[src/hw/tbu_pkg.sv]
// tbu_pkg: register indices, field positions, modes and state carriers of the timer b unit
package tbu_pkg;
	// register indices; byte address is four times the index
	localparam logic [3:0] TBU_IDX_CTRL_A = 4'h0;
	localparam logic [3:0] TBU_IDX_CTRL_B = 4'h1;
	localparam logic [3:0] TBU_IDX_EVENT_CONTROL = 4'h4;
	localparam logic [3:0] TBU_IDX_INTEN = 4'h5;
	localparam logic [3:0] TBU_IDX_FLAGS = 4'h6;
	localparam logic [3:0] TBU_IDX_STATUS = 4'h7;
	localparam logic [3:0] TBU_IDX_DBG = 4'h8;
	localparam logic [3:0] TBU_IDX_TEMP = 4'h9;
	localparam logic [3:0] TBU_IDX_CNT_L = 4'ha;
	localparam logic [3:0] TBU_IDX_CNT_H = 4'hb;
	localparam logic [3:0] TBU_IDX_COMPARE_CAPTURE_LOW_L = 4'hc;
	localparam logic [3:0] TBU_IDX_COMPARE_CAPTURE_LOW_H = 4'hd;
	// field positions
	localparam int TBU_B_ENABLE = 0;
	localparam int TBU_B_CLOCK_SOURCE_SELECT = 1;
	localparam int TBU_B_RFOLLOW = 4;
	localparam int TBU_B_SRUN = 6;
	localparam int TBU_B_MODE = 0;
	localparam int TBU_B_OE = 4;
	localparam int TBU_B_INIT = 5;
	localparam int TBU_B_IMM = 6;
	localparam int TBU_B_EIE = 0;
	localparam int TBU_B_EDGE = 4;
	localparam int TBU_B_FILT = 6;
	localparam int TBU_B_CAPTURE_INTERRUPT = 0;
	localparam int TBU_B_DEBUG_RUN = 0;
	// writable bits of each control byte
	localparam logic [7:0] TBU_MASK_CTRL_A = 8'h57;
	localparam logic [7:0] TBU_MASK_CTRL_B = 8'h77;
	localparam logic [7:0] TBU_MASK_EVENT_CONTROL = 8'h51;
	localparam logic [7:0] TBU_MASK_BIT0 = 8'h01;
	localparam int TBU_FILT_TAPS = 4;
	localparam logic [1:0] TBU_RESP_OKAY = 2'h0;
	localparam logic [1:0] TBU_RESP_SLVERR = 2'h2;
	typedef enum logic [2:0] {TBU_M_PERIODIC, TBU_M_TIMEOUT, TBU_M_CAPTURE_INTERRUPT, TBU_M_FRQ,
		TBU_M_PW, TBU_M_FRQPW, TBU_M_SINGLE, TBU_M_PWM} tbu_mode_e;
	typedef enum logic [1:0] {TBU_CK_PER, TBU_CK_DIV2, TBU_CK_TCA, TBU_CK_RSVD} tbu_clk_e;
	typedef struct packed {logic [TBU_FILT_TAPS-1:0] smp; logic lvl;} tbu_filt_s;
	typedef struct packed {logic wr; logic rd; logic [3:0] widx; logic [3:0] ridx; logic [7:0] wdat;} tbu_bus_s;
	typedef struct packed {
		logic aw; logic w; logic wmap; logic lane; logic [3:0] widx; logic [7:0] wdat;
		logic bv; logic [1:0] br; logic rv; logic [7:0] rd; logic [1:0] rr;
	} tbu_axi_s;
	typedef struct packed {
		logic [7:0] ca; logic [7:0] cb; logic [7:0] ev; logic ie; logic flag; logic dbg;
		logic [7:0] temp; logic [15:0] cnt; logic [15:0] compare_capture_low; logic run; logic div;
		logic ssl; logic pend; logic [1:0] ph; logic evp; logic evo; logic wave;
	} tbu_reg_s;
	localparam tbu_reg_s TBU_REG_RST = '0;
	localparam tbu_axi_s TBU_AXI_RST = '0;
	localparam tbu_filt_s TBU_FILT_RST = '0;
	// indices that hold a register
	function automatic logic tbu_idx_ok(input logic [3:0] idx);
		tbu_idx_ok = (idx != 4'h2) && (idx != 4'h3) && (idx <= TBU_IDX_COMPARE_CAPTURE_LOW_H);
	endfunction : tbu_idx_ok
endpackage : tbu_pkg

[src/hw/tbu_filter.sv]
// tbu_filter: four-sample noise canceler on the event input, always on the system clock
`timescale 1ns/10ps
module tbu_filter import tbu_pkg::*; (
	input wire logic clk_sys_in,
	input wire logic rst_n_in,
	input wire logic enable_in,
	input wire logic event_in,
	output logic level_out
);
	tbu_filt_s r, n;
	// shift one sample per system clock; prescaler never reaches here
	always_comb begin
		n = r;
		n.smp = {r.smp[TBU_FILT_TAPS-2:0], event_in};
		if ((&n.smp) || !(|n.smp)) begin
			n.lvl = n.smp[0];
		end
	end
	always_ff @(posedge clk_sys_in) begin
		if (!rst_n_in) begin
			r <= TBU_FILT_RST;
		end else begin
			r <= n;
		end
	end
	// bypassed when off, so the four-cycle delay exists only with filtering
	assign level_out = enable_in ? r.lvl : event_in;
endmodule : tbu_filter

[src/hw/tbu_axil.sv]
// tbu_axil: axi4-lite slave turning bus traffic into byte register strobes
`timescale 1ns/10ps
module tbu_axil import tbu_pkg::*; #(
	parameter int ADDR_W = 8
) (
	input wire logic clk_sys_in,
	input wire logic rst_n_in,
	input wire logic [ADDR_W-1:0] s_axi_awaddr_in,
	input wire logic s_axi_awvalid_in,
	output logic s_axi_awready_out,
	input wire logic [31:0] s_axi_wdata_in,
	input wire logic [3:0] s_axi_wstrb_in,
	input wire logic s_axi_wvalid_in,
	output logic s_axi_wready_out,
	output logic [1:0] s_axi_bresp_out,
	output logic s_axi_bvalid_out,
	input wire logic s_axi_bready_in,
	input wire logic [ADDR_W-1:0] s_axi_araddr_in,
	input wire logic s_axi_arvalid_in,
	output logic s_axi_arready_out,
	output logic [31:0] s_axi_rdata_out,
	output logic [1:0] s_axi_rresp_out,
	output logic s_axi_rvalid_out,
	input wire logic s_axi_rready_in,
	output tbu_bus_s bus_out,
	input wire logic [7:0] rd_data_in
);
	tbu_axi_s r, n;
	logic amap;
	// address and data are caught independently; the strobe fires once both are held
	always_comb begin
		n = r;
		bus_out = '0;
		s_axi_awready_out = !r.aw && !r.bv;
		s_axi_wready_out = !r.w && !r.bv;
		s_axi_arready_out = !r.rv;
		amap = (s_axi_araddr_in[ADDR_W-1:6] == '0) && tbu_idx_ok(s_axi_araddr_in[5:2]);
		bus_out.widx = r.widx;
		bus_out.wdat = r.wdat;
		bus_out.ridx = s_axi_araddr_in[5:2];
		if (s_axi_awvalid_in && s_axi_awready_out) begin
			n.aw = 1'b1;
			n.widx = s_axi_awaddr_in[5:2];
			n.wmap = (s_axi_awaddr_in[ADDR_W-1:6] == '0) && tbu_idx_ok(s_axi_awaddr_in[5:2]);
		end
		if (s_axi_wvalid_in && s_axi_wready_out) begin
			n.w = 1'b1;
			n.wdat = s_axi_wdata_in[7:0];
			n.lane = s_axi_wstrb_in[0]; // only the low lane carries register bits
		end
		if (r.aw && r.w) begin
			n.aw = 1'b0;
			n.w = 1'b0;
			n.bv = 1'b1;
			n.br = r.wmap ? TBU_RESP_OKAY : TBU_RESP_SLVERR;
			bus_out.wr = r.wmap && r.lane;
		end
		if (r.bv && s_axi_bready_in) begin
			n.bv = 1'b0;
		end
		if (r.rv && s_axi_rready_in) begin
			n.rv = 1'b0;
		end
		// read data is latched at acceptance, so side effects happen exactly once
		if (s_axi_arvalid_in && s_axi_arready_out) begin
			n.rv = 1'b1;
			bus_out.rd = amap;
			n.rd = amap ? rd_data_in : 8'h00;
			n.rr = amap ? TBU_RESP_OKAY : TBU_RESP_SLVERR;
		end
	end
	always_ff @(posedge clk_sys_in) begin
		if (!rst_n_in) begin
			r <= TBU_AXI_RST;
		end else begin
			r <= n;
		end
	end
	assign s_axi_bresp_out = r.br;
	assign s_axi_bvalid_out = r.bv;
	assign s_axi_rdata_out = {24'h000000, r.rd};
	assign s_axi_rresp_out = r.rr;
	assign s_axi_rvalid_out = r.rv;
endmodule : tbu_axil

[src/hw/tbu_top.sv]
// tbu_top: timer b unit with control registers, clocking, events, interrupt and sleep logic
//
// Register access over AXI4-Lite was decided locally.
`timescale 1ns/10ps
// How it works
// - filter on: four matching event samples needed before the edge detector sees a level
// - filter on: exactly four extra system clocks from input change to effect
// - filter runs on the system clock regardless of counter clock choice
// - clock select two: counter advances on the companion timer clock tick
// - restart follow set: counter restarts with the companion counter
// - one strobe on event output each time the event condition occurs
// - single event input acts only when enabled, per edge select and mode
// - one capture interrupt source whose flag sets on the mode condition
// - interrupt request high while enable and flag are both one
// - power-down stops all; standby runs only with standby run set or the companion clock selected
// - standby run at bit six ignored when companion clock selected
// - clock select: zero peripheral, one half rate, two companion, three reserved
// - enable bit zero of first control register activates the timer
// - single shot: output rises at count start, or at event when immediate
// - output initial level bit gives the output level in every mode except single shot and pwm
// - output enable zero forces output low, one passes the mode value
// - count mode decode of eight modes, zero periodic to seven pwm
// - flag clears by writing one or reading capture in capture modes
// - all 16-bit registers share one staging byte for atomic access
module tbu_top import tbu_pkg::*; #(
	parameter int ADDR_W = 8
) (
	input wire logic clk_sys_in,
	input wire logic rst_n_in,
	input wire logic [ADDR_W-1:0] s_axi_awaddr_in,
	input wire logic s_axi_awvalid_in,
	output logic s_axi_awready_out,
	input wire logic [31:0] s_axi_wdata_in,
	input wire logic [3:0] s_axi_wstrb_in,
	input wire logic s_axi_wvalid_in,
	output logic s_axi_wready_out,
	output logic [1:0] s_axi_bresp_out,
	output logic s_axi_bvalid_out,
	input wire logic s_axi_bready_in,
	input wire logic [ADDR_W-1:0] s_axi_araddr_in,
	input wire logic s_axi_arvalid_in,
	output logic s_axi_arready_out,
	output logic [31:0] s_axi_rdata_out,
	output logic [1:0] s_axi_rresp_out,
	output logic s_axi_rvalid_out,
	input wire logic s_axi_rready_in,
	input wire logic event_in,
	input wire logic tca_tick_in,
	input wire logic tca_restart_in,
	input wire logic sleep_standby_in,
	input wire logic sleep_powerdown_in,
	input wire logic debug_halt_in,
	output logic event_out,
	output logic irq_out,
	output logic wave_out,
	output logic running_out
);
	tbu_reg_s r, n;
	tbu_bus_s bus;
	tbu_mode_e mode;
	tbu_clk_e cks;
	logic [7:0] rd_data;
	logic evl, act, tick, ev_ok, rise, fall, strt, stp, trig, setf, clr, capm, pwm_hi;

	tbu_axil #(.ADDR_W(ADDR_W)) u_axil (
		.clk_sys_in(clk_sys_in),
		.rst_n_in(rst_n_in),
		.s_axi_awaddr_in(s_axi_awaddr_in),
		.s_axi_awvalid_in(s_axi_awvalid_in),
		.s_axi_awready_out(s_axi_awready_out),
		.s_axi_wdata_in(s_axi_wdata_in),
		.s_axi_wstrb_in(s_axi_wstrb_in),
		.s_axi_wvalid_in(s_axi_wvalid_in),
		.s_axi_wready_out(s_axi_wready_out),
		.s_axi_bresp_out(s_axi_bresp_out),
		.s_axi_bvalid_out(s_axi_bvalid_out),
		.s_axi_bready_in(s_axi_bready_in),
		.s_axi_araddr_in(s_axi_araddr_in),
		.s_axi_arvalid_in(s_axi_arvalid_in),
		.s_axi_arready_out(s_axi_arready_out),
		.s_axi_rdata_out(s_axi_rdata_out),
		.s_axi_rresp_out(s_axi_rresp_out),
		.s_axi_rvalid_out(s_axi_rvalid_out),
		.s_axi_rready_in(s_axi_rready_in),
		.bus_out(bus),
		.rd_data_in(rd_data)
	);

	tbu_filter u_filter (
		.clk_sys_in(clk_sys_in),
		.rst_n_in(rst_n_in),
		.enable_in(r.ev[TBU_B_FILT]),
		.event_in(event_in),
		.level_out(evl)
	);

	// register read mux; high bytes come back from the staging byte
	always_comb begin
		unique case (bus.ridx)
			TBU_IDX_CTRL_A: rd_data = r.ca;
			TBU_IDX_CTRL_B: rd_data = r.cb;
			TBU_IDX_EVENT_CONTROL: rd_data = r.ev;
			TBU_IDX_INTEN: rd_data = {7'h00, r.ie};
			TBU_IDX_FLAGS: rd_data = {7'h00, r.flag};
			TBU_IDX_STATUS: rd_data = {7'h00, r.run};
			TBU_IDX_DBG: rd_data = {7'h00, r.dbg};
			TBU_IDX_CNT_L: rd_data = r.cnt[7:0];
			TBU_IDX_COMPARE_CAPTURE_LOW_L: rd_data = r.compare_capture_low[7:0];
			TBU_IDX_TEMP, TBU_IDX_CNT_H, TBU_IDX_COMPARE_CAPTURE_LOW_H: rd_data = r.temp;
			default: rd_data = 8'h00;
		endcase
	end

	// timer behaviour, then bus side effects, which override the counting path
	always_comb begin
		n = r;
		mode = tbu_mode_e'(r.cb[TBU_B_MODE +: 3]);
		cks = tbu_clk_e'(r.ca[TBU_B_CLOCK_SOURCE_SELECT +: 2]);
		// sleep gating; with the companion clock the standby run bit has no say
		act = r.ca[TBU_B_ENABLE] && !sleep_powerdown_in
			&& !(sleep_standby_in && !r.ca[TBU_B_SRUN] && (cks != TBU_CK_TCA))
			&& !(debug_halt_in && !r.dbg);
		n.div = act ? !r.div : r.div;
		unique case (cks)
			TBU_CK_PER: tick = act;
			TBU_CK_DIV2: tick = act && r.div;
			TBU_CK_TCA: tick = act && tca_tick_in;
			TBU_CK_RSVD: tick = 1'b0;
		endcase
		// edge detection on the filtered line; disabled timer sees no events
		n.evp = evl;
		ev_ok = act && r.ev[TBU_B_EIE];
		rise = ev_ok && evl && !r.evp;
		fall = ev_ok && !evl && r.evp;
		strt = r.ev[TBU_B_EDGE] ? fall : rise;
		stp = r.ev[TBU_B_EDGE] ? rise : fall;
		trig = r.ev[TBU_B_EDGE] ? (rise || fall) : rise;
		setf = 1'b0;
		capm = (mode == TBU_M_CAPTURE_INTERRUPT) || (mode == TBU_M_FRQ) || (mode == TBU_M_PW) || (mode == TBU_M_FRQPW);
		if (act) begin
			unique case (mode)
				TBU_M_PERIODIC: begin
					n.run = 1'b1;
					if (tick) begin
						if (r.cnt == r.compare_capture_low) begin
							n.cnt = 16'h0000;
							setf = 1'b1;
						end else begin
							n.cnt = r.cnt + 16'h0001;
						end
					end
				end
				TBU_M_TIMEOUT: begin
					if (strt) begin
						n.cnt = 16'h0000;
						n.run = 1'b1;
					end else if (stp) begin
						n.run = 1'b0;
					end else if (tick && r.run) begin
						setf = (r.cnt == r.compare_capture_low);
						n.cnt = r.cnt + 16'h0001; // wraps at max
					end
				end
				TBU_M_CAPTURE_INTERRUPT: begin
					n.run = 1'b1;
					if (tick) begin
						n.cnt = r.cnt + 16'h0001;
					end
					if (strt) begin
						n.compare_capture_low = r.cnt;
						setf = 1'b1;
					end
				end
				TBU_M_FRQ: begin
					n.run = 1'b1;
					if (strt) begin
						n.compare_capture_low = r.cnt;
						n.cnt = 16'h0000;
						setf = 1'b1;
					end else if (tick) begin
						n.cnt = r.cnt + 16'h0001;
					end
				end
				TBU_M_PW: begin
					n.run = 1'b1;
					if (strt) begin
						n.cnt = 16'h0000;
					end else if (stp) begin
						n.compare_capture_low = r.cnt;
						setf = 1'b1;
					end else if (tick) begin
						n.cnt = r.cnt + 16'h0001;
					end
				end
				TBU_M_FRQPW: begin
					// phase: idle, counting, captured, done until the flag goes
					if (strt && (r.ph == 2'd0)) begin
						n.cnt = 16'h0000;
						n.run = 1'b1;
						n.ph = 2'd1;
					end else if (stp && (r.ph == 2'd1)) begin
						n.compare_capture_low = r.cnt;
						n.ph = 2'd2;
					end else if (strt && (r.ph == 2'd2)) begin
						n.run = 1'b0;
						n.ph = 2'd3;
						setf = 1'b1;
					end else if ((r.ph == 2'd3) && !r.flag) begin
						n.ph = 2'd0;
					end
					if (tick && r.run && (n.ph != 2'd3)) begin
						n.cnt = r.cnt + 16'h0001;
					end
				end
				TBU_M_SINGLE: begin
					// events that land while counting are dropped
					if (r.pend) begin
						n.pend = 1'b0;
						n.run = 1'b1;
						n.cnt = 16'h0000;
						n.ssl = 1'b1;
					end else if (!r.run && trig) begin
						n.pend = 1'b1;
						n.ssl = r.cb[TBU_B_IMM] ? 1'b1 : r.ssl;
					end else if (r.run && tick) begin
						if (r.cnt == r.compare_capture_low) begin
							n.run = 1'b0;
							n.ssl = 1'b0;
							setf = 1'b1;
						end else begin
							n.cnt = r.cnt + 16'h0001;
						end
					end
				end
				TBU_M_PWM: begin
					n.run = 1'b1;
					if (tick) begin
						setf = (r.cnt[7:0] == r.compare_capture_low[15:8]);
						n.cnt = (r.cnt[7:0] == r.compare_capture_low[7:0]) ? 16'h0000 : {8'h00, r.cnt[7:0] + 8'h01};
					end
				end
			endcase
			if (r.ca[TBU_B_RFOLLOW] && tca_restart_in) begin
				n.cnt = 16'h0000;
			end
		end else if (!r.ca[TBU_B_ENABLE]) begin
			n.run = 1'b0;
			n.pend = 1'b0;
		end
		// read side effects: staging byte grabs the high half, capture read clears the flag
		clr = 1'b0;
		if (bus.rd) begin
			if (bus.ridx == TBU_IDX_CNT_L) begin
				n.temp = r.cnt[15:8];
			end
			if (bus.ridx == TBU_IDX_COMPARE_CAPTURE_LOW_L) begin
				n.temp = r.compare_capture_low[15:8];
			end
			if ((bus.ridx == TBU_IDX_COMPARE_CAPTURE_LOW_H) && capm) begin
				clr = 1'b1;
			end
		end
		if (bus.wr) begin
			unique case (bus.widx)
				TBU_IDX_CTRL_A: n.ca = bus.wdat & TBU_MASK_CTRL_A;
				TBU_IDX_CTRL_B: n.cb = bus.wdat & TBU_MASK_CTRL_B;
				TBU_IDX_EVENT_CONTROL: n.ev = bus.wdat & TBU_MASK_EVENT_CONTROL;
				TBU_IDX_INTEN: n.ie = bus.wdat[TBU_B_CAPTURE_INTERRUPT];
				TBU_IDX_FLAGS: clr = clr || bus.wdat[TBU_B_CAPTURE_INTERRUPT];
				TBU_IDX_DBG: n.dbg = bus.wdat[TBU_B_DEBUG_RUN];
				TBU_IDX_TEMP, TBU_IDX_CNT_L, TBU_IDX_COMPARE_CAPTURE_LOW_L: n.temp = bus.wdat;
				TBU_IDX_CNT_H: n.cnt = {bus.wdat, r.temp};
				TBU_IDX_COMPARE_CAPTURE_LOW_H: n.compare_capture_low = {bus.wdat, r.temp};
				default: n.temp = n.temp; // status is read only
			endcase
		end
		// a new event beats a clear in the same cycle
		n.flag = setf || (r.flag && !clr);
		n.evo = setf;
		pwm_hi = (r.compare_capture_low[7:0] != 8'h00) && (n.cnt[7:0] < r.compare_capture_low[15:8]);
		unique case (mode)
			TBU_M_SINGLE: n.wave = n.ssl;
			TBU_M_PWM: n.wave = pwm_hi;
			default: n.wave = r.cb[TBU_B_INIT];
		endcase
		n.wave = n.wave && r.cb[TBU_B_OE];
	end

	always_ff @(posedge clk_sys_in) begin
		if (!rst_n_in) begin
			r <= TBU_REG_RST;
		end else begin
			r <= n;
		end
	end

	assign event_out = r.evo;
	assign irq_out = r.ie && r.flag;
	assign wave_out = r.wave;
	assign running_out = r.run;
endmodule : tbu_top

[config.mk]
export PLATFORM = sky130hd
export DESIGN_NAME = tbu_top
export DESIGN_NICKNAME = d
export VERILOG_FILES = /design/src/hw/tbu_pkg.sv /design/src/hw/tbu_filter.sv /design/src/hw/tbu_axil.sv /design/src/hw/tbu_top.sv
export SDC_FILE = /design/constraint.sdc
export NUM_CORES = 1
export LEC_CHECK = 0
export CORE_MARGIN = 2
export CORE_UTILIZATION = 65
export CTS_BUF_LIST = sky130_fd_sc_hd__clkbuf_8
export DETAILED_ROUTE_END_ITERATION = 12
export DONT_BUFFER_PORTS = 1
export MAX_ROUTING_LAYER = met4
export PLACE_DENSITY = 0.81
export SYNTH_ARGS = -nofsm -noshare
export SYNTH_HDL_FRONTEND = slang
export SYNTH_HIERARCHICAL = 1
export SYNTH_SLANG_ARGS = --single-unit
[constraint.sdc]
create_clock -name clk_sys_in -period 5.13 [get_ports clk_sys_in]
set_clock_uncertainty 0.1 [all_clocks]
set_input_delay 0.7695 -clock clk_sys_in [delete_from_list [all_inputs] [get_ports clk_sys_in]]
set_output_delay 0.7695 -clock clk_sys_in [all_outputs]
set_load 0.005 [all_outputs]
==> impl_metrics.sql, run 1 <==
INSERT INTO impl_metrics (metric_group, metric, value, unit) VALUES
('placed_design', 'hpwl', '16910', 'microns'),
('drt', 'wirelength', '23420', 'microns'),
('timing', 'slew_viol_final', '0', ''),
('timing', 'setup_total_negative_slack', '0', 'ns'),
('power_and_ir_drop', 'totalPowerFinal', '0.001362', 'W'),
('cells_and_area', 'layout_cell_share_with_drive_strength_beyond_1', '0.1025', ''),
('cells_and_area', 'fillers', '1017', ''),
('yosys', 'synth_ff_type', 'sky130_fd_sc_hd__dfxtp_1', ''),
('yosys', 'post_synth_and_or_nand_nor_area_fraction', '0.2280', ''),
('yosys', 'post_synth_inst_count', '977', ''),
('drt', 'drt_iter0_markers', '1104', ''),
('clock_tree', 'clk_transition_reported_paths', '0.11', 'ns'),
('cells_and_area', 'num-nets-final', '1011', ''),
('floorplan', 'chipHeight', '113.4', 'microns'),
('yosys', 'synth.ff_latch_count', '98', ''),
('yosys', 'post_synth_fa_ha_maj_area_fraction', '0.02252', ''),
('yosys', 'synthMuxAreaShare', '0.06242', ''),
('drt', 'drt_pass1_iterations', '5', ''),
('floorplan', 'initial_core_util', '0.6725', ''),
('placed_design', 'gp_congestion', '1.017', ''),
('yosys', 'netlist-cell-type-count', '99', ''),
('yosys', 'seq_area_frac_synth', '0.2523', ''),
('clock_tree', 'htreeDepth', '3', ''),
('cells_and_area', 'design_area', '7841', 'sq um'),
('worst_setup_path', 'setup.worst_path.start_class', 'flop', ''),
('cells_and_area', 'multiInputGateArea', '5131', 'sq um'),
('clock_tree', 'clock_insertion_delay_worst_skew', '0.40', 'ns'),
('cells_and_area', 'final_common_cell', 'sky130_fd_sc_hd__dfxtp_1', ''),
('yosys', 'synth_top_family_by_area', 'compound AO/OA/AOI/OAI gates', ''),
('worst_setup_path', 'rr_worst_depth', '17', ''),
('cells_and_area', 'syn_to_final_growth', '0.8205', '%'),
('worst_setup_path', 'critPathKind', 'flop to flop', ''),
('timing', 'finalHoldViolCount', '0', ''),
('floorplan', 'fp.coreArea', '11560', 'sq um'),
('floorplan', 'io-pin-count', '110', ''),
('clock_tree', 'cts_made_buffers', '9', ''),
('floorplan', 'design.die.area', '12860', 'sq um'),
('yosys', 'mean_instance_size_in_the_synthesized_netlist', '7.961', 'sq um'),
('drt', 'drt-wirelength-per-cell', '21.68', 'microns'),
('timing', 'fin_hold_ws', '0.3929', 'ns'),
('timing', 'grt_setup_unrepaired', 'no', ''),
('timing', 'slew_headroom', '0.3799', ''),
('floorplan', 'die-width', '113.4', 'microns'),
('worst_setup_path', 'cp_max_fo', '15', ''),
('drt', 'ant_nets', '0', ''),
('run', 'drv_cap', '0', ''),
('worst_setup_path', 'timing.rr.start', 'cks[1]$_SDFFE_PN0P_', ''),
('yosys', 'synth_area', '7777', 'sq um'),
('outcome', 'status', 'finished, final reports clean', ''),
('clock_tree', 'cts.path.max_buffers', '2', ''),
('worst_setup_path', 'reg2reg_slack', '0.54', 'ns'),
('drt', 'total_vias_in_the_final_route', '7478', ''),
('yosys', 'yosys.area_share.xor_xnor', '0.03829', ''),
('timing', 'final-setup-viol-count', '0', ''),
('clock_tree', 'cts_tree', 'built', ''),
('min_path', 'hold_path_class', 'input pin to flop', ''),
('grt', 'grt_max_degree', '76', ''),
('cells_and_area', 'leading_cell_types_in_the_layout_fill_and_taps_excluded', '98 x sky130_fd_sc_hd__dfxtp_1, 90 x sky130_fd_sc_hd__nand2_1, 63 x sky130_fd_sc_hd__a21oi_1', ''),
('worst_setup_path', 'critPathCaptureType', 'flop', ''),
('grt', 'overflow', '0', ''),
('worst_setup_path', 'critical_path.reg2reg.endpoint', 'wave_out$_SDFF_PN0_', ''),
('worst_setup_path', 'cp.required', '5.31', 'ns'),
('worst_setup_path', 'critPathLaunch', 'cks[1]$_SDFFE_PN0P_', ''),
('min_path', 'worstHoldPathCells', '1', ''),
('power_and_ir_drop', 'vdd_ir_drop_max', '0.2362', 'mV'),
('clock_tree', 'clkSinkCount', '98', ''),
('yosys', 'ys.warnings.count', '6', ''),
('clock_tree', 'number_of_buffers_added_to_fix_hold_violations_after_cts', '0', ''),
('cells_and_area', 'seq_area', '1962', 'sq um'),
('drt', 'via_count_normalized_by_instance_count', '6.924', ''),
('clock_tree', 'cts_repair_resize_count', '0', '');
==> routing by layer <==
layer  routed length [microns]  vias to the layer above  track usage
li1                          -                     3440            -
met1                      9727                     3475       0.5223
met2                     10200                      495       0.5657
met3                      2657                       68      0.04942
met4                       834                        0       0.1520
met5                         0                        -            -
==> worst max-delay path: stages (launching register included) <==
cell and delay, ns:
sky130_fd_sc_hd__dfxtp_1 0.44, sky130_fd_sc_hd__ha_1 0.22, sky130_fd_sc_hd__or3b_4 0.15, sky130_fd_sc_hd__and3_1 0.71, sky130_fd_sc_hd__o2111ai_1 0.33, sky130_fd_sc_hd__a311oi_4 0.49, sky130_fd_sc_hd__o211ai_4 0.20, sky130_fd_sc_hd__o21ai_0 0.19
sky130_fd_sc_hd__a21oi_1 0.13, sky130_fd_sc_hd__or2_2 0.31, sky130_fd_sc_hd__ha_1 0.29, sky130_fd_sc_hd__o21ai_0 0.21, sky130_fd_sc_hd__nand2b_1 0.08, sky130_fd_sc_hd__a21oi_1 0.20, sky130_fd_sc_hd__nor2_1 0.08, sky130_fd_sc_hd__o21ai_0 0.17
sky130_fd_sc_hd__o21bai_1 0.11, sky130_fd_sc_hd__o41ai_2 0.06
==> flip-flops by register name, summed over array words and instances, names as in the netlist <==
name / count
r: 58
u_axil/bus_out: 12
u_axil/s_axi_rdata_out: 8
u_axil/r: 4
mode: 3
u_filter/n: 3
cks: 2
event_out: 1
running_out: 1
u_axil/s_axi_bresp_out: 1
u_axil/s_axi_bvalid_out: 1
u_axil/s_axi_rresp_out: 1
u_axil/s_axi_rvalid_out: 1
u_filter/r: 1
wave_out: 1
==> metrics by stage <==
step	util	instances
after detailed placement	0.6626	1064
after global placement	0.6626	1064
final	0.6780	1080
after CTS	0.6780	1080
after floorplan	-	1002
after global routing	0.6780	1080
==> cells by family (layout without fill, tap and decap cells) <==
logic type	count (synthesis)	after routing
other	1	26
and+or+nand+nor	333	333
xor gates and xnor gates	34	34
buffers and inverters	147	82
adders and majority gates	14	14
AOI/OAI and AO/OA	302	302
muxes	48	48
DFF	98	98
==> synth_stat cells, types with 24 or more instances <==
cell type	instances	area [sq um]
sky130_fd_sc_hd__a22oi_1	24	180.2
sky130_fd_sc_hd__o21ai_0	52	260.3
sky130_fd_sc_hd__dfxtp_1	98	1962
sky130_fd_sc_hd__nor2b_1	31	193.9
sky130_fd_sc_hd__nor2_1	56	210.2
sky130_fd_sc_hd__buf_4	52	390.4
sky130_fd_sc_hd__inv_1	28	105.1
sky130_fd_sc_hd__a21oi_1	63	315.3
sky130_fd_sc_hd__nand3_1	31	155.2
sky130_fd_sc_hd__nand2_1	90	337.8
sky130_fd_sc_hd__mux2i_1	44	440.4
sky130_fd_sc_hd__clkbuf_1	48	180.2
==> power breakdown <==
part | total (W) | internal, W | switching, W | leakage, nW
sequential | 0.000797 | 0.000773 | 0.0000238 | 0.793
clock | 0.000496 | 0.000191 | 0.000305 | 0.0959
combinational | 0.0000691 | 0.0000299 | 0.0000392 | 2.27
==> layout make-up <==
type                            instances  area share
Sequential cell                        98      0.2502
Timing Repair Buffer                   38     0.03638
Multi-Input combinational cell        757      0.6544
Clock inverter                          6    0.005266
Clock buffer                           10     0.01755
Inverter                               28     0.01340
Tap cell                              143     0.02282
==> worst max-delay path by stage <==
stage | to | slack (ns) | depth (start not counted)
4_1_cts | wave_out$_SDFF_PN0_ | 0.61 | 16
6_report | wave_out$_SDFF_PN0_ | 0.54 | 17
2_1_floorplan | wave_out$_SDFF_PN0_ | 1.25 | 12
5_1_grt | wave_out$_SDFF_PN0_ | 0.16 | 16
3_3_place_gp | wave_out$_SDFF_PN0_ | 0.42 | 11
3_5_place_dp | wave_out$_SDFF_PN0_ | 0.40 | 14
Note: power is estimated with default switching activity, not from simulation.
==> run 2: changes to the inputs <==
CORE_MARGIN = 1.5   (was 2)
==> run 2 against run 1 <==
The run now ends with design-rule violations left. Routed wire length barely moved. Worst setup slack improved by 0.19 ns. Clock power rose by 20%. Sequential share of layout area fell by 0.076 points. Fmax rose by 4.2%. Cell count fell by 0.28%. Sequential power barely moved. Critical path depth fell by 1.
==> impl_metrics.sql, run 2 (same netlist as run 1, synthesis figures left out) <==
INSERT INTO impl_metrics (metric_group, metric, value, unit) VALUES
('grt', 'grt_util_met3', '0.08045', ''),
('clock_tree', 'clkSinkCount', '98', ''),
('cells_and_area', 'multiInputGateArea', '5131', 'sq um'),
('clock_tree', 'cts-root-buf', 'sky130_fd_sc_hd__clkbuf_8', ''),
('power_and_ir_drop', 'leakagePower', '3.171', 'nW'),
('clock_tree', 'cts.path.max_buffers', '2', ''),
('timing', 'max_clock_freq', '227.1', 'MHz'),
('grt', 'overflow', '0', ''),
('grt', 'grt_pass1_wl', '36880', 'microns'),
('grt', 'grt_max_degree', '76', ''),
('clock_tree', 'htreeDepth', '3', ''),
('floorplan', 'design.die.area', '12630', 'sq um'),
('clock_tree', 'cts_tree', 'built', ''),
('drt', 'drt_pass1_iterations', '12', ''),
('clock_tree', 'clk_transition_reported_paths', '0.10', 'ns'),
('worst_setup_path', 'setup.worst_path.start_class', 'flop', ''),
('worst_setup_path', 'timing.critical_path.slowest_cell_delay', '0.57', 'ns'),
('cells_and_area', 'layout_cell_share_with_drive_strength_beyond_1', '0.1017', ''),
('grt', 'grt_use_met1', '0.5062', ''),
('cells_and_area', 'largest_register_ffs', '58', ''),
('timing', 'tightest_slew', '1.168', 'ns'),
('clock_tree', 'clock_insertion_delay_worst_skew', '0.40', 'ns'),
('run', 'drv_cap', '0', ''),
('floorplan', 'die-width', '112.4', 'microns'),
('placed_design', 'hpwl', '16880', 'microns'),
('timing', 'setup_total_negative_slack', '0', 'ns'),
('floorplan', 'io-pin-count', '110', ''),
('placed_design', 'gp_congestion', '1.042', ''),
('timing', 'final-setup-viol-count', '0', ''),
('cells_and_area', 'fillers', '959', ''),
('cells_and_area', 'largest_register', 'r', ''),
('clock_tree', 'cts_made_buffers', '9', ''),
('grt', 'antenna_found_initial', '0', ''),
('worst_setup_path', 'critPathLaunch', 'cks[1]$_SDFFE_PN0P_', ''),
('clock_tree', 'cts_repair_resize_count', '0', ''),
('drt', 'wirelength', '23400', 'microns'),
('drt', 'total_vias_in_the_final_route', '7499', ''),
('drt', 'drt_iter0_markers', '961', ''),
('outcome', 'status', 'finished with violations', ''),
('drt', 'drc_violations', '4', ''),
('drt', 'via_count_normalized_by_instance_count', '6.963', ''),
('timing', 'slew_headroom', '0.2203', ''),
('grt', 'grt_pass1_vias', '6798', ''),
('worst_setup_path', 'cp_max_fo', '11', ''),
('placed_design', 'portBuffers', '0', ''),
('timing', 'final.min_clock_period', '4.404', 'ns'),
('worst_setup_path', 'cp.required', '5.32', 'ns'),
('cells_and_area', 'seq_area', '1962', 'sq um'),
('floorplan', 'fp.coreArea', '11560', 'sq um'),
('cells_and_area', 'antenna-diode-count', '0', ''),
('floorplan', 'initial_core_util', '0.6725', ''),
('min_path', 'hold_path_class', 'flop to flop', ''),
('timing', 'grt_setup_unrepaired', 'no', ''),
('worst_setup_path', 'critical_path.cell_chain', 'ha_1 -> or3b_4 -> and3_1 -> buf_4 -> a21oi_4 -> a211oi_4 -> a21oi_1 -> o31ai_1 -> o211ai_1 -> a31o_2 -> ha_1 -> a21oi_1 -> nor2b_1 -> o21ai_0 -> nand2_1 -> o41ai_2', ''),
('cells_and_area', 'leading_cell_types_in_the_layout_fill_and_taps_excluded', '98 x sky130_fd_sc_hd__dfxtp_1, 90 x sky130_fd_sc_hd__nand2_1, 63 x sky130_fd_sc_hd__a21oi_1', ''),
('min_path', 'min-delay-start', 'u_axil/s_axi_rresp_out[1]$_SDFFE_PN0P_', ''),
('grt', 'gr-usage-met2', '0.5624', ''),
('grt', 'grt_util_all_layers', '0.3851', ''),
('timing', 'finalHoldViolCount', '0', ''),
('drt', 'drt-wirelength-per-cell', '21.73', 'microns'),
('floorplan', 'rows', '39', ''),
('timing', 'post-route-worst-setup-slack', '0.7265', 'ns'),
('timing', 'slew_viol_final', '0', ''),
('worst_setup_path', 'critPathKind', 'flop to flop', ''),
('grt', 'grt-busiest-layer', 'met2', ''),
('min_path', 'worstHoldPathCells', '2', ''),
('worst_setup_path', 'cp.arrival', '4.60', 'ns'),
('placed_design', 'dp_slack', '0.5961', 'ns'),
('cells_and_area', 'syn_to_final_growth', '1.126', '%'),
('outcome', 'failed_checks', 'design-rule violations', ''),
('power_and_ir_drop', 'vdd_ir_drop_max', '0.2061', 'mV'),
('worst_setup_path', 'timing.rr.start', 'cks[1]$_SDFFE_PN0P_', ''),
('worst_setup_path', 'rr_worst_depth', '16', ''),
('worst_setup_path', 'critPathCaptureType', 'flop', ''),
('clock_tree', 'cts.repair_timing.setup_buffer_count', '0', ''),
('timing', 'final_min_period_over_clock_period', '0.8584', ''),
('timing', 'fin_hold_ws', '0.3917', 'ns'),
('floorplan', 'chipHeight', '112.4', 'microns'),
('power_and_ir_drop', 'cellPowerDensity', '185.3', 'nW/um^2'),
('drt', 'ant_nets', '0', ''),
('cells_and_area', 'final_common_cell', 'sky130_fd_sc_hd__dfxtp_1', ''),
('clock_tree', 'number_of_buffers_added_to_fix_hold_violations_after_cts', '0', ''),
('worst_setup_path', 'critical_path.slowest_cell', 'sky130_fd_sc_hd__and3_1', ''),
('cells_and_area', 'num-nets-final', '1008', '');
[run 2: cell type report]
type,count,area share
clock buffers,9,0.01575
clock inverters,7,0.01289
inverters,28,0.01336
multi-input cells,757,0.6524
flip-flops and latches,98,0.2494
well taps,143,0.02275
repair buffers,35,0.03341
[run 2: path summary, 6_finish.rpt]
check,endpoint,slack [ns]
worst max-delay path,wave_out$_SDFF_PN0_,0.73
worst min-delay path,u_axil/s_axi_rresp_out[1]$_SDFFE_PN0P_,0.39
worst max register to register,wave_out$_SDFF_PN0_,0.73
worst min register to register,u_axil/s_axi_rresp_out[1]$_SDFFE_PN0P_,0.39
[run 2: stage by stage]
stage               area (sq um)  cells    util  power (W)
finish                      7865   1077  0.6801   0.001457
global route                7865   1077  0.6801   0.001498
CTS                         7865   1077  0.6801   0.001454
detailed placement          7640   1061  0.6606  0.0008800
global placement            7640   1061  0.6606  0.0008781
floorplan                   7871   1002       -  0.0009009
[run 2: per-layer routing]
layer	up-vias	wire length, microns
li1	3442	-
met2	483	10220
met3	91	2765
met1	3483	9339
met4	0	1074
met5	-	0
[run 2: critical path: cells and delay by family (launching register included)]
family | cells | cell delay, ns
adder cells (fa/ha/maj) | 2 | 0.51
AO/OA/AOI/OAI | 9 | 2.09
flip-flops | 1 | 0.44
AND/OR/NAND/NOR | 4 | 0.85
buffers and inverters | 1 | 0.32
[run 2: power breakdown]
group / leakage, nW / switching [W] / internal, W / total [W]
Sequential: 0.793 / 0.0000231 / 0.000773 / 0.000796
Clock: 0.117 / 0.000312 / 0.000281 / 0.000593
Combinational: 2.26 / 0.0000384 / 0.0000299 / 0.0000683
